### config.mk
export PLATFORM = sky130hd
export DESIGN_NAME = config_word_fuse_decode
export DESIGN_NICKNAME = d
export VERILOG_FILES = /design/src/rtl/fuse_decode_pkg.sv /design/src/rtl/pin_sync_if.sv /design/src/rtl/config_word_fuse_decode.sv /design/src/rtl/pin_sync.sv
export SDC_FILE = /design/constraint.sdc
export NUM_CORES = 1
export LEC_CHECK = 0
export ABC_CLOCK_PERIOD_IN_PS = 3300
export CAP_MARGIN = 5
export CELL_PAD_IN_SITES_DETAIL_PLACEMENT = 1
export CELL_PAD_IN_SITES_GLOBAL_PLACEMENT = 1
export CORE_ASPECT_RATIO = 1.75
export CORE_MARGIN = 8
export CORE_UTILIZATION = 52
export DETAILED_ROUTE_END_ITERATION = 7
export DONT_BUFFER_PORTS = 1
export PLACE_DENSITY = 0.85
export SLEW_MARGIN = 20
export SYNTH_ARGS = -nofsm -noshare
export SYNTH_HDL_FRONTEND = slang
export SYNTH_SLANG_ARGS = --single-unit
### constraint.sdc
create_clock -name clk_in -period 3.3 [get_ports clk_in]
set_input_delay 0.33 -clock clk_in [delete_from_list [all_inputs] [get_ports clk_in]]
set_output_delay 0.33 -clock clk_in [all_outputs]
set_load 0.005 [all_outputs]
### src/rtl/fuse_decode_pkg.sv
package fuse_decode_pkg;
    // configuration word layout, erased (unprogrammed) value is all ones
    localparam int unsigned WORD_W      = 14;
    localparam logic [13:0] FUSE_ERASED = 14'h3FFF;
    localparam int BIT_FAILSAFE   = 13;
    localparam int BIT_SWITCHOVER = 12;
    localparam int BIT_CLKOUT     = 11;
    localparam int BIT_BOR_HI     = 10;
    localparam int BIT_BOR_LO     = 9;
    localparam int BIT_DATA_PROT  = 8;
    localparam int BIT_PROG_PROT  = 7;
    localparam int BIT_RESET_SEL  = 6;
    localparam int BIT_PWRUP      = 5;
    localparam int BIT_WDT_HI     = 4;
    localparam int BIT_WDT_LO     = 3;
    localparam int BIT_OSC_HI     = 2;
    localparam int BIT_OSC_LO     = 0;

    // register byte offsets
    localparam logic [3:0] OFF_CONFIG = 4'h0;
    localparam logic [3:0] OFF_POWER  = 4'h4;
    localparam logic [3:0] OFF_PULLUP = 4'h8;
    localparam logic [3:0] OFF_STATUS = 4'hC;

    // status register fields above the sampled word
    localparam int ST_PIN     = 16;
    localparam int ST_SAMPLED = 17;

    // values after reset
    localparam logic SW_BOR_RESET = 1'h1;
    localparam logic PULLUP_RESET = 1'h1;
    localparam logic PIN_IDLE     = 1'h1;
    localparam logic WAIT_RESET   = 1'h1;

    // brown-out reset modes, {high, low}
    typedef enum logic [1:0] {
        BOR_OFF        = 2'b00,
        BOR_SOFTWARE   = 2'b01,
        BOR_AWAKE_ONLY = 2'b10,
        BOR_ON         = 2'b11
    } bor_mode_t;
endpackage : fuse_decode_pkg

### src/rtl/pin_sync_if.sv
`timescale 1ns/10ps
`default_nettype none
interface pin_sync_if;
    logic raw_level;
    logic clean_level;
    modport filter (input raw_level, output clean_level);
    modport user (output raw_level, input clean_level);
endinterface : pin_sync_if
`default_nettype wire

### src/rtl/config_word_fuse_decode.sv
// Operation
// RULE1 - fail-safe monitor enabled when its field set
// RULE2 - clock output field 1 keeps pin undriven
// RULE3 - one brown-out mode: on awake, off asleep
// RULE4 - another brown-out mode follows software enable bit
// RULE5 - reset select 0: pin is input, pullup register
// RULE6 - reset select 1: pin resets, pull-up on
// RULE7 - word sampled at reset, outputs held after
`timescale 1ns/10ps
`default_nettype none
module config_word_fuse_decode (
    // clock and reset
    input  wire logic        clk_in,
    input  wire logic        reset_n_in,
    // avalon-mm slave
    input  wire logic [3:0]  address_in,
    input  wire logic        read_in,
    input  wire logic        write_in,
    input  wire logic [31:0] writedata_in,
    input  wire logic [3:0]  byteenable_in,
    output logic      [31:0] readdata_out,
    output logic             waitrequest_out,
    // pin and core state
    input  wire logic        external_reset_pin_in,
    input  wire logic        sleep_in,
    // decoded controls
    output logic             failsafe_monitor_enable_out,
    output logic             internal_external_switchover_out,
    output logic             clock_output_drive_out,
    output logic             brownout_enable_out,
    output logic             data_memory_protect_out,
    output logic             program_memory_protect_out,
    output logic             powerup_timer_enable_out,
    output logic [1:0]       watchdog_mode_out,
    output logic [2:0]       oscillator_select_out,
    // reset pin function
    output logic             external_reset_out,
    output logic             reset_pin_digital_out,
    output logic             reset_pin_pullup_out
);
    logic [13:0]                   config_word_q;
    logic [13:0]                   latched_word_q;
    logic                          sampled_q;
    logic                          software_brownout_enable_q;
    logic                          port_pullup_q;
    logic                          wait_q;
    logic [31:0]                   readdata_q;
    logic [31:0]                   read_value;
    logic [31:0]                   write_value;
    logic                          bus_write;
    logic                          pin_level;
    logic                          reset_pin_function_select;
    fuse_decode_pkg::bor_mode_t    bor_mode;
    pin_sync_if                    sync_bus ();

    // merges the written byte lanes over the old register contents
    function automatic logic [31:0] merge_lanes(input logic [31:0] old_word,
                                                input logic [31:0] new_word,
                                                input logic [3:0]  lanes);
        logic [31:0] result;
        result = old_word;
        for (int i = 0; i < 4; i++) begin
            if (lanes[i]) begin
                result[8*i +: 8] = new_word[8*i +: 8];
            end
        end
        return result;
    endfunction : merge_lanes

    // the pin arrives from outside the clock domain
    assign sync_bus.raw_level = external_reset_pin_in;

    pin_sync u_pin_sync (
        .clk_in     (clk_in),
        .reset_n_in (reset_n_in),
        .sync_bus   (sync_bus)
    );

    assign pin_level                 = sync_bus.clean_level;
    assign reset_pin_function_select = latched_word_q[fuse_decode_pkg::BIT_RESET_SEL];
    assign bor_mode = fuse_decode_pkg::bor_mode_t'({latched_word_q[fuse_decode_pkg::BIT_BOR_HI],
                                                   latched_word_q[fuse_decode_pkg::BIT_BOR_LO]});

    // read mux; unmapped offsets read as zero
    always_comb begin
        case (address_in)
            fuse_decode_pkg::OFF_CONFIG: read_value = {18'h0, config_word_q};
            fuse_decode_pkg::OFF_POWER:  read_value = {31'h0, software_brownout_enable_q};
            fuse_decode_pkg::OFF_PULLUP: read_value = {31'h0, port_pullup_q};
            fuse_decode_pkg::OFF_STATUS: read_value = {14'h0, sampled_q, pin_level, 2'h0,
                                                       latched_word_q};
            default:                     read_value = 32'h0;
        endcase
    end

    assign write_value = merge_lanes(read_value, writedata_in, byteenable_in);
    assign bus_write   = write_in && !wait_q;

    // one wait cycle per access; writes land on the edge after release, where waitrequest rises again
    always_ff @(posedge clk_in or negedge reset_n_in) begin
        if (!reset_n_in) begin
            wait_q <= fuse_decode_pkg::WAIT_RESET;
        end else if (!wait_q) begin
            wait_q <= 1'h1;
        end else if (read_in || write_in) begin
            wait_q <= 1'h0;
        end
    end

    // read data is captured on the edge that drops waitrequest and held until the next read
    always_ff @(posedge clk_in or negedge reset_n_in) begin
        if (!reset_n_in) begin
            readdata_q <= 32'h0;
        end else if (read_in && wait_q) begin
            readdata_q <= read_value;
        end
    end

    // stored word; writes only take effect at the next sampling
    always_ff @(posedge clk_in or negedge reset_n_in) begin
        if (!reset_n_in) begin
            config_word_q <= fuse_decode_pkg::FUSE_ERASED;
        end else if (bus_write && address_in == fuse_decode_pkg::OFF_CONFIG) begin
            config_word_q <= write_value[13:0];
        end
    end

    // software brown-out enable and port pull-up bits
    always_ff @(posedge clk_in or negedge reset_n_in) begin
        if (!reset_n_in) begin
            software_brownout_enable_q <= fuse_decode_pkg::SW_BOR_RESET;
            port_pullup_q              <= fuse_decode_pkg::PULLUP_RESET;
        end else if (bus_write) begin
            if (address_in == fuse_decode_pkg::OFF_POWER) begin
                software_brownout_enable_q <= write_value[0];
            end
            if (address_in == fuse_decode_pkg::OFF_PULLUP) begin
                port_pullup_q <= write_value[0];
            end
        end
    end

    // sample once after power-on or pin reset, then freeze
    always_ff @(posedge clk_in or negedge reset_n_in) begin
        if (!reset_n_in) begin
            sampled_q      <= 1'h0;
            latched_word_q <= fuse_decode_pkg::FUSE_ERASED;
        end else if (external_reset_out) begin
            sampled_q <= 1'h0;  // see RULE7
        end else if (!sampled_q) begin
            sampled_q      <= 1'h1;
            latched_word_q <= config_word_q;  // see RULE7
        end
    end

    // decoded outputs; protect and power-up timer fields are active low in the word
    always_ff @(posedge clk_in or negedge reset_n_in) begin
        if (!reset_n_in) begin
            failsafe_monitor_enable_out      <= 1'h0;
            internal_external_switchover_out <= 1'h0;
            clock_output_drive_out           <= 1'h0;
            data_memory_protect_out          <= 1'h0;
            program_memory_protect_out       <= 1'h0;
            powerup_timer_enable_out         <= 1'h0;
            watchdog_mode_out                <= 2'h0;
            oscillator_select_out            <= 3'h0;
        end else begin
            failsafe_monitor_enable_out <=
                latched_word_q[fuse_decode_pkg::BIT_FAILSAFE];  // see RULE1
            internal_external_switchover_out <= latched_word_q[fuse_decode_pkg::BIT_SWITCHOVER];
            clock_output_drive_out <= !latched_word_q[fuse_decode_pkg::BIT_CLKOUT];  // see RULE2
            data_memory_protect_out    <= !latched_word_q[fuse_decode_pkg::BIT_DATA_PROT];
            program_memory_protect_out <= !latched_word_q[fuse_decode_pkg::BIT_PROG_PROT];
            powerup_timer_enable_out   <= !latched_word_q[fuse_decode_pkg::BIT_PWRUP];
            watchdog_mode_out <=
                latched_word_q[fuse_decode_pkg::BIT_WDT_HI:fuse_decode_pkg::BIT_WDT_LO];
            oscillator_select_out <=
                latched_word_q[fuse_decode_pkg::BIT_OSC_HI:fuse_decode_pkg::BIT_OSC_LO];
        end
    end

    // brown-out detector enable by mode
    always_ff @(posedge clk_in or negedge reset_n_in) begin
        if (!reset_n_in) begin
            brownout_enable_out <= 1'h0;
        end else begin
            case (bor_mode)
                fuse_decode_pkg::BOR_ON:         brownout_enable_out <= 1'h1;
                fuse_decode_pkg::BOR_AWAKE_ONLY: brownout_enable_out <= !sleep_in;  // see RULE3
                fuse_decode_pkg::BOR_SOFTWARE:
                    brownout_enable_out <= software_brownout_enable_q;  // see RULE4
                default:                         brownout_enable_out <= 1'h0;
            endcase
        end
    end

    // reset pin: low level resets only when selected; pull-up follows the mode
    always_ff @(posedge clk_in or negedge reset_n_in) begin
        if (!reset_n_in) begin
            external_reset_out    <= 1'h0;
            reset_pin_digital_out <= 1'h0;
            reset_pin_pullup_out  <= 1'h0;
        end else if (reset_pin_function_select) begin
            external_reset_out    <= !pin_level;  // see RULE6
            reset_pin_digital_out <= 1'h0;
            reset_pin_pullup_out  <= 1'h1;  // see RULE6
        end else begin
            external_reset_out    <= 1'h0;  // see RULE5
            reset_pin_digital_out <= pin_level;  // see RULE5
            reset_pin_pullup_out  <= port_pullup_q;  // see RULE5
        end
    end

    assign readdata_out    = readdata_q;
    assign waitrequest_out = wait_q;
endmodule : config_word_fuse_decode
`default_nettype wire

### src/rtl/pin_sync.sv
`timescale 1ns/10ps
`default_nettype none
module pin_sync (
    // clock and reset
    input  wire logic   clk_in,
    input  wire logic   reset_n_in,
    // pin level in, settled level out
    pin_sync_if.filter  sync_bus
);
    logic stage1_q;
    logic stage2_q;
    logic stage3_q;
    logic level_q;

    // three-flop chain; stage1 feeds only stage2 to keep metastability contained
    always_ff @(posedge clk_in or negedge reset_n_in) begin
        if (!reset_n_in) begin
            stage1_q <= fuse_decode_pkg::PIN_IDLE;
            stage2_q <= fuse_decode_pkg::PIN_IDLE;
            stage3_q <= fuse_decode_pkg::PIN_IDLE;
        end else begin
            stage1_q <= sync_bus.raw_level;
            stage2_q <= stage1_q;
            stage3_q <= stage2_q;
        end
    end

    // a change counts only once the two later stages agree
    always_ff @(posedge clk_in or negedge reset_n_in) begin
        if (!reset_n_in) begin
            level_q <= fuse_decode_pkg::PIN_IDLE;
        end else if (stage2_q == stage3_q) begin
            level_q <= stage3_q;
        end
    end

    assign sync_bus.clean_level = level_q;
endmodule : pin_sync
`default_nettype wire

==> key figures, run 1 <==
Logic synthesis
  • Post-synth top area share: roughly a third
  • Post-synthesis register bit count: 67
  • Synth unique cells: 31
  • Yosys top cell by area: dfstp_2
  • Register area share after synthesis: a little under two thirds
  • Mapped Area: 2700 um^2
  • Top post-synthesis cells by count: 35 x dfstp_2, 32 x dfrtp_1, 16 x a21oi_1, 16 x buf_4, 16 x nor2_1
  • Number of synthesized flops with an enable pin: 0
  • Ys async rst share: 100%
  • Most frequent cell after synthesis: dfstp_2
  • Mapped Avg Cell Area: 12.9 um^2
  • Warnings, synthesis: 0
  • Post-Syn Instances: 209
  • Top FF cell, synth: dfstp_2
  • Ranking of synthesized cells by area: dfstp_2 34%, dfrtp_1 30%, mux2_1 5.4%

Power and ir drop
  • Pwr dens: 679 nW/um^2
  • Pleak: approximately 0.0012 uW
  • Pwr Total: approximately 2000 uW
  • Worst VDD drop: 0.575 mV

Detailed routing
  • WL final: 5930 um
  • Drt initial violations: 86
  • Vias/cell: 5.74
  • Avg WL per Cell: 21.5 um
  • Detailed-route via count: approximately 1.6k
  • 1st-pass router iterations: 4
  • Drc violations: 0
  • Final ANT Viol Nets: 0

Clock network
  • Root buffer cell: clkbuf_8
  • CTS tree: yes
  • Clock Latency Late Sink: 330 ps
  • Clk slew on worst S/H paths: around 70 ps
  • Htree depth: 3
  • # Post-CTS Setup Buffers: 0
  • Longest Clk Path Bufs: 2
  • Cts repair resizes: 0
  • CTS Sinks: between 60 and 70
  • Total CTS buffers: 9

Die
  • Die area: around 7800 um^2
  • Die W: 70.4 um
  • Die H: approximately 110 um
  • Row Count: 34
  • Core Area: 4980 um^2
  • IO Count: 94
  • Initial core utilization: a little over half

Placed design
  • Placed Cells: approximately 260
  • Post-detail-place hpwl: 3960 um
  • Port bufs: 0
  • Routability cong.: 0.782

STA
  • Slew headroom: 37.2%
  • Max-slew violations: 0
  • Fin crit period: ~1700 ps
  • Final period util: about half
  • Final setup fails: 0
  • F_max: between 500 and 600 MHz
  • RSZ-0062 raised after global routing: no
  • WHS: 75.2 ps
  • Post-Route Skew: 9.12 ps
  • Worst Max-Slew Pin Slew: 942 ps
  • Final hold violation count: 0
  • Setup TNS: 0 ps

Critical path
  • WP data required: 3550 ps
  • Max FO, Critical Path: 8
  • Flop2flop setup slack: between 1500 and 2000 ps
  • Critical Path AT: 1940 ps
  • Crit path capture type: flip-flop
  • Worst R2R End: config_word_q[2]
  • Worst r2r src: waitrequest_out
  • Reg2Reg Depth: 3
  • Critical Path Start: waitrequest_out
  • Crit path kind: reg2reg
  • Type of origin of the critical path: flip-flop
  • Critical Path End: config_word_q[2]

Finish
  • Area growth from synthesis to layout: 10.6%
  • Area of the multi-input gates: around 850 um^2
  • Final non-filler cell total: 276
  • Number of fill cells: 491
  • Share of cells above drive strength 1: 32.7%
  • Register area: 1720 um^2
  • Nets: between 200 and 300

Status
  • Status: completed

Global route
  • Congestion Overflow GR: 0
  • Initial antenna violation count: 2
  • GRT Util Overall: around 16%
  • First-pass GRT wire length: 9620 um
  • Number of global-route vias before repair: 1787
  • Largest net degree at the start of global routing: 68

Job
  • Max cap viols: 0

Worst hold path
  • HP Class: in2reg
## cells in the final DEF, fill, tap and decap left out, types with 3 or more instances in the layout
master and instances:
a21oi_1 16, a22oi_1 14, bufinv_16 3, clkbuf_8 10
conb_1 16, dfrtp_1 32, dfstp_2 35, inv_1 8
mux2_1 13, mux2_2 11, nand2_1 6, nand3_1 3
nor2_1 15, o21ai_0 6, o2bb2ai_1 3
## per-layer routing
| metal | up-vias | routed length (um) | track usage [%] |
|---|---|---|---|
| met5 | - | 0 | 0 |
| met4 | 0 | 78 | 5.93 |
| met3 | 6 | 430 | 6.00 |
| met2 | 51 | 3270 | 27.3 |
| met1 | 822 | 2140 | 16.1 |
| li1 | 705 | - | - |
## cells by family after synthesis
logic type      after synthesis  synth area share (%)
flops                        67                  63.8
buf+inv                      33                  6.96
fa+ha+maj                     1                 0.371
compound gates               42                  9.66
simple gates                 41                  9.01
mux                          24                  10.0
other cells                   1                 0.139
## report_power, final
part	switching, uW	internal, uW	total, uW
logic	84.2	67.7	152
clock network	308	524	832
registers	78.7	962	1040
total	471	1550	2020
## final cells by class
cell class | count | share of cell area (%)
inverter | 8 | 1.01
timing repair buffer | 5 | 2.10
clock buffer | 10 | 4.62
antenna | 2 | 0.168
multi-input combinational | 124 | 28.4
clock inverter | 6 | 3.78
sequential | 67 | 57.7
tap | 54 | 2.27
## registers in the layout, summed over array words and instances, names as in the netlist, 2 cells and up
| register | cells |
|---|---|
| readdata_out | 16 |
| config_word_q | 14 |
| latched_word_q | 14 |
| oscillator_select_out | 3 |
| watchdog_mode_out | 2 |
## worst min-delay path by stage
stage	start	endpoint	slack (ps)	depth (start not counted)
after floorplan	reset_n_in	brownout_enable_out	30	0
after global placement	reset_n_in	powerup_timer_enable_out	40	0
after detailed placement	reset_n_in	powerup_timer_enable_out	40	0
after CTS	read_in	waitrequest_out	60	1
after global routing	read_in	waitrequest_out	70	1
final	read_in	waitrequest_out	80	1
## critical path, cell delays in order, from the launching register on
cell and delay [ps]:
dfstp_2 400, nor4b_4 450, nand3_2 340, mux2_1 420
## stage by stage
stage | setup slack, ps | utilization [%] | instance area, um^2
3_5_place_dp | 1610 | 53.8 | 2680
5_1_grt | 1490 | 59.9 | 2980
4_1_cts | 1600 | 59.8 | 2980
6_report | 1610 | 59.9 | 2980
3_3_place_gp | 1640 | 53.8 | 2680
2_1_floorplan | 1900 | - | 2750
## timing repair
item,4_1_cts,5_1_grt
hold endpoints to repair,68,0
setup endpoints to repair,0,0
hold buffers,3,0
(Power assumes the default switching activity.)
==> run 2, diff against run 1 <==
--- a/config.mk
+++ b/config.mk
@@ -5,16 +5,17 @@
 export SDC_FILE = /design/constraint.sdc
 export NUM_CORES = 1
 export LEC_CHECK = 0
-export ABC_CLOCK_PERIOD_IN_PS = 3300
+export ABC_AREA = 1
+export ABC_CLOCK_PERIOD_IN_PS = 1400
 export CAP_MARGIN = 5
 export CELL_PAD_IN_SITES_DETAIL_PLACEMENT = 1
 export CELL_PAD_IN_SITES_GLOBAL_PLACEMENT = 1
 export CORE_ASPECT_RATIO = 1.75
 export CORE_MARGIN = 8
-export CORE_UTILIZATION = 52
+export CORE_UTILIZATION = 42
 export DETAILED_ROUTE_END_ITERATION = 7
 export DONT_BUFFER_PORTS = 1
-export PLACE_DENSITY = 0.85
+export PLACE_DENSITY = 0.77
 export SLEW_MARGIN = 20
 export SYNTH_ARGS = -nofsm -noshare
 export SYNTH_HDL_FRONTEND = slang
==> constraint.sdc (replaced) <==
create_clock -name clk_in -period 1.4 [get_ports clk_in]
set_input_delay 0.14 -clock clk_in [delete_from_list [all_inputs] [get_ports clk_in]]
set_output_delay 0.14 -clock clk_in [all_outputs]
set_load 0.005 [all_outputs]
==> run 2 against run 1 <==
Net effect:
- the run now ends with negative hold slack left
- power rose to 3.1 times the previous value
- sequential share of layout area fell by 7.4 points
- fmax grew 29%
- largest cell class unchanged
==> key figures, run 2 <==
Critical path
  • Largest stage delay, worst path: approximately 570 ps
  • Critical Path AT: around 1600 ps
  • Worst path bufs/invs: 1
  • Slowest-stage cell, CP: dfstp_2
  • WP data required: 1660 ps
  • CP top delay family: flip-flops
  • Crit path kind: reg2reg
  • Crit-path cells: nor2_2 > nand3_2 > clkinv_2 > nor2_1 > a21oi_1
  • Crit path capture type: flip-flop
  • Max FO, Critical Path: 14
  • Type of origin of the critical path: flip-flop

Placed design
  • Area after DPL: just under 3000 um^2
  • Port bufs: 0
  • Post-detail-place hpwl: 5520 um
  • Post-Place Worst Slack: 114 ps
  • Routability cong.: 0.805

Clock network
  • Longest Clk Path Bufs: 2
  • Post-CTS Hold Buffers: 14
  • CTS tree: yes
  • Htree depth: 3
  • Clock Latency Late Sink: 340 ps
  • # Post-CTS Setup Buffers: 0
  • Root buffer cell: clkbuf_16
  • Clk slew on worst S/H paths: 60 ps
  • CTS Sinks: 67
  • Total CTS buffers: 9

Global route
  • Initial antenna violation count: 0
  • Number of global-route vias before repair: roughly 2.6k
  • Congestion Overflow GR: 0
  • Largest net degree at the start of global routing: 68
  • First-pass GRT wire length: 13300 um
  • GRT Util Overall: 17.8%

Logic synthesis
  • Register area share after synthesis: 59.2%
  • Post-synthesis register bit count: 67
  • Top FF cell, synth: dfstp_2
  • Post-synth top area share: 31.6%
  • Post-Syn Instances: 308
  • Top post-synthesis cells by count: 80 x nand2_1, 35 x dfstp_2, 32 x dfrtp_1
  • Yosys top cell by area: dfstp_2
  • Mapped Avg Cell Area: 9.44 um^2
  • Warnings, synthesis: 0
  • Synth unique cells: 24
  • Ranking of synthesized cells by area: dfstp_2 32%, dfrtp_1 28%, nand2_1 10%
  • Most frequent cell after synthesis: nand2_1
  • Ys async rst share: 100%
  • Mapped Area: ~2900 um^2
  • Number of synthesized flops with an enable pin: 0

Detailed routing
  • Vias/cell: 5.20
  • Avg WL per Cell: around 19 um
  • WL final: 8060 um
  • 1st-pass router iterations: 4
  • Final ANT Viol Nets: 0
  • Detailed-route via count: between 2k and 2.5k
  • Drt initial violations: around 110
  • Drc violations: 0

Finish
  • Commonest cells after routing, fill and taps aside: 80 x nand2_1, 35 x dfstp_2, 32 x dfrtp_1
  • Commonest non-fill, non-tap cell in the layout: nand2_1
  • Number of fill cells: 822
  • Max reg flops: 16
  • Final Cell Area: 3420 um^2
  • Nets: 378
  • Area growth from synthesis to layout: 17.7%
  • Share of cells above drive strength 1: 24.0%
  • Antenna diode count: 0

STA
  • Final WS setup: 92.9 ps
  • Setup TNS: 0 ps
  • Fin crit period: 1310 ps
  • RSZ-0062 raised after global routing: no
  • Post-Route Skew: 4.15 ps
  • Final period util: slightly above 90%
  • F_max: 765 MHz
  • Max-slew violations: 0
  • WHS: -506 ps
  • Final setup fails: 0
  • Final hold violation count: 67

Die
  • Die H: 126 um
  • Row Count: 40
  • IO Count: 94
  • Core Area: just under 7000 um^2
  • Die W: between 70 and 80 um
  • Initial core utilization: 42.7%
  • Die area: 9950 um^2

Power and ir drop
  • Switching Fraction: between 20% and 30%
  • Sw power: 1690 uW
  • Combinational Power Share: 12.3%
  • Pwr dens: 1830 nW/um^2
  • Pleak: 0.00157 uW
  • Worst VDD drop: 1.01 mV
  • Sequential Power Share: between 40% and 50%
  • Pwr Total: 6270 uW
  • Clock network power share: approximately 39%
  • Int Power: about 4600 uW

Worst hold path
  • HP Class: in2async

Status
  • Status: finished with violations
  • Failing checks: negative hold slack

Job
  • Max cap viols: 0
-- run 2: metal layers --
layer / wire length [um] / up-vias / track usage (%)
met1: 2840 / 1110 / 17.1
met5: 0 / - / 0
met2: 4510 / 61 / 31.5
met4: 195 / 0 / 9.77
met3: 519 / 13 / 6.55
li1: - / 1005 / -
-- run 2: path summary, 6_finish.rpt --
| check | cells after the start | slack, ps | startpoint | end |
|---|---|---|---|---|
| worst min-delay path | 0 | -510 | reset_n_in | powerup_timer_enable_out |
| worst max register to register | 5 | 90 | waitrequest_out | config_word_q[6] |
| max in group asynchronous | 0 | 1700 | reset_n_in | config_word_q[3] |
| worst max-delay path | 5 | 90 | waitrequest_out | config_word_q[6] |
| min in group clk_in | 2 | 10 | writedata_in[10] | config_word_q[10] |
| worst min register to register | 0 | 360 | u_pin_sync.stage1_q | u_pin_sync.stage2_q |
-- run 2: timing repair --
| action | in CTS | in global routing |
|---|---|---|
| gates resized for setup | 0 | 2 |
| hold endpoints to repair | 83 | 67 |
| setup endpoints to repair | 0 | 6 |
-- run 2: area by class of cell --
cell class / count / area [um^2] / share of cell area [%]
clock buffer: 10 / 239 / 6.98
clock inverter: 6 / 88.8 / 2.60
inverter: 25 / 95.1 / 2.78
multi-input combinational: 204 / 951 / 27.8
sequential: 67 / 1720 / 50.3
tap: 84 / 105 / 3.07
timing repair buffer: 25 / 223 / 6.51
-- run 2: cells by family after synthesis --
logic type / share of synthesized area (%)
other: 0.129
muxes: 0.387
adders and majority gates: 0.344
DFF: 59.2
and+or+nand+nor: 18.7
buffers and inverters: 10.2
AOI/OAI and AO/OA: 11.1
-- run 2: per-stage QoR --
stage / util, % / std cells
global placement: 43.3 / 391
detailed placement: 43.3 / 391
CTS: 50.2 / 421
finish: 50.3 / 421
global route: 50.3 / 421
floorplan: - / 323
-- run 2: power groups by stage --
stage | registers, uW | clock network (uW) | logic [uW]
global route | 3120 | 2600 | 878
floorplan | 2950 | 0 | 563
global placement | 3040 | 0 | 661
detailed placement | 3080 | 0 | 712
CTS | 3060 | 2510 | 768
finish | 3040 | 2450 | 771
-- run 2: worst register-to-register path, delay by kind of cell, from the launching register on --
family,cells,cell delay (ps)
buffers and inverters,1,210
flip-flops,1,570
AND/OR/NAND/NOR,3,370
AO/OA/AOI/OAI,1,80
==> run 3, diff against run 2 <==
--- a/config.mk
+++ b/config.mk
@@ -16,6 +16,7 @@
 export DETAILED_ROUTE_END_ITERATION = 7
 export DONT_BUFFER_PORTS = 1
 export PLACE_DENSITY = 0.77
+export RECOVER_POWER = 50
 export SLEW_MARGIN = 20
 export SYNTH_ARGS = -nofsm -noshare
 export SYNTH_HDL_FRONTEND = slang
==> run 3 against run 2 <==
Net effect:
- the run still ends with negative hold slack left
- flip-flop and latch count is the same
- non-clock buffer count is the same
- setup slack hardly changed
- wire length rose by 0.11%
- combinational power is essentially flat
- critical path depth stayed put
- power fell by 0.29%
- first-iteration DRC count grew 1.9%
- critical endpoint unchanged
- largest power group unchanged
- highest routed layer unchanged
==> key figures, run 3 (synthesized netlist as in run 2, its figures left out) <==
Status
  • Status: finished with violations
  • Failing checks: negative hold slack

Critical path
  • Flop2flop setup slack: 90 ps
  • Critical Path End: config_word_q[6]
  • Worst r2r src: waitrequest_out
  • Crit path kind: reg2reg
  • Reg2Reg Depth: 5
  • CP top delay family: flip-flops
  • Type of origin of the critical path: flip-flop
  • Critical Path Start: waitrequest_out
  • WP data required: approximately 1700 ps
  • Max FO, Critical Path: 14
  • Slowest-stage cell, CP: dfstp_2
  • Critical Path AT: 1570 ps
  • Worst path bufs/invs: 1
  • Crit path capture type: flip-flop
  • CP Depth: 5
  • Largest stage delay, worst path: between 500 and 600 ps
  • Crit-path cells: nor2_2 > nand3_2 > clkinv_2 > nor2_1 > a21oi_1
  • Worst R2R End: config_word_q[6]

Power and ir drop
  • Pwr dens: about 1800 nW/um^2
  • Worst VDD drop: just over 1 mV
  • Pleak: 0.00157 uW

Detailed routing
  • Vias/cell: 5.20
  • Routed length on met1: between 2000 and 3000 um
  • Met3 wire length: a little over 500 um
  • 1st-pass router iterations: 4
  • Max layer used: met4
  • Drt initial violations: 109
  • Drc violations: 0
  • Avg WL per Cell: 19.2 um
  • Detailed-route via count: about 2.2k
  • Final ANT Viol Nets: 0
  • WL final: 8070 um
  • Metal2 WL: 4510 um

Global route
  • Number of global-route vias before repair: 2565
  • Largest net degree at the start of global routing: 68
  • Initial antenna violation count: 0
  • First-pass GRT wire length: 13300 um
  • Congestion Overflow GR: 0
  • GRT Util Overall: 17.8%

Die
  • Core Area: between 6000 and 7000 um^2
  • Die H: 126 um
  • Initial core utilization: 42.7%
  • IO Count: 94
  • Die area: roughly 9900 um^2
  • Row Count: 40
  • Die W: 78.9 um

Finish
  • Antenna diode count: 0
  • Max reg flops: 16
  • Share of cells above drive strength 1: 22.0%
  • Area growth from synthesis to layout: 17.7%
  • Commonest cells after routing, fill and taps aside: 80 x nand2_1, 32 x dfrtp_1, 28 x dfstp_2
  • Number of fill cells: 822
  • Final Cell Area: 3420 um^2
  • Area of the multi-input gates: 951 um^2
  • Commonest non-fill, non-tap cell in the layout: nand2_1
  • Register area: 1720 um^2
  • Nets: between 300 and 400

STA
  • Final WS setup: 93.1 ps
  • Fin crit period: approximately 1300 ps
  • F_max: 765 MHz
  • Final period util: between 90 and 100%
  • Setup TNS: 0 ps
  • Final hold violation count: 67
  • Max-slew violations: 0
  • Final setup fails: 0
  • RSZ-0062 raised after global routing: no
  • Post-Route Skew: 3.96 ps
  • WHS: -506 ps

Placed design
  • Routability cong.: 0.805
  • Port bufs: 0
  • Area after DPL: approximately 3000 um^2
  • Post-Place Worst Slack: ~110 ps
  • Post-detail-place hpwl: 5520 um

Clock network
  • Root buffer cell: clkbuf_16
  • CTS tree: yes
  • Post-CTS Hold Buffers: 14
  • Clk slew on worst S/H paths: approximately 60 ps
  • Htree depth: 3
  • Total CTS buffers: 9
  • CTS Sinks: 67
  • Longest Clk Path Bufs: 2
  • Clock Latency Late Sink: 340 ps

Worst hold path
  • HP Class: in2async

Job
  • Max cap viols: 0
-- run 3: cell counts in the layout (fill, tap and decap cells not counted) --
No cell type changed its count.
-- run 3: layer usage --
layer | GRT usage [%] | up-vias
met1 | 17.1 | 1110
met4 | 9.77 | 0
li1 | - | 1006
met5 | 0 | -
met2 | 31.5 | 59
met3 | 6.55 | 13
-- run 3: power breakdown --
part           internal (uW)  switching [uW]  total, uW  leakage, uW
sequential              2670             351       3020     0.000778
clock                   1600             848       2450     0.000155
combinational            277             493        770     0.000633
-- run 3: cell type report --
cell class / count / area share, %
Clock buffer: 10 / 6.98
Inverter: 25 / 2.78
Multi-Input combinational cell: 204 / 27.8
Timing Repair Buffer: 25 / 6.51
Clock inverter: 6 / 2.60
Tap cell: 84 / 3.07
Sequential cell: 67 / 50.3
-- run 3: worst register-to-register path, cell delays in order, from the launching register on --
cell and delay (ps):
dfstp_2 570, nor2_2 70, nand3_2 80, clkinv_2 210, nor2_1 220, a21oi_1 80
-- run 3: through the flow --
step | util (%) | std cells | total power, uW
2_1_floorplan | - | 323 | 3510
3_3_place_gp | 43.3 | 391 | 3710
3_5_place_dp | 43.3 | 391 | 3790
4_1_cts | 50.2 | 421 | 6330
5_1_grt | 50.3 | 421 | 6580
6_report | 50.3 | 421 | 6250
-- run 3: worst min-delay path by stage --
stage,startpoint,endpoint,slack (ps),depth (start not counted)
global placement,reset_n_in,powerup_timer_enable_out,-150,0
finish,reset_n_in,powerup_timer_enable_out,-510,0
floorplan,reset_n_in,brownout_enable_out,-160,0
global route,reset_n_in,powerup_timer_enable_out,-530,0
detailed placement,reset_n_in,readdata_out[5],-150,0
CTS,reset_n_in,readdata_out[11],-520,0
-- run 3: repair_timing --
action | in CTS | in global routing
buffers inserted | 0 | 0
endpoints found under the setup margin | 0 | 6
gates resized for setup | 0 | 2
hold endpoints to repair | 83 | 67
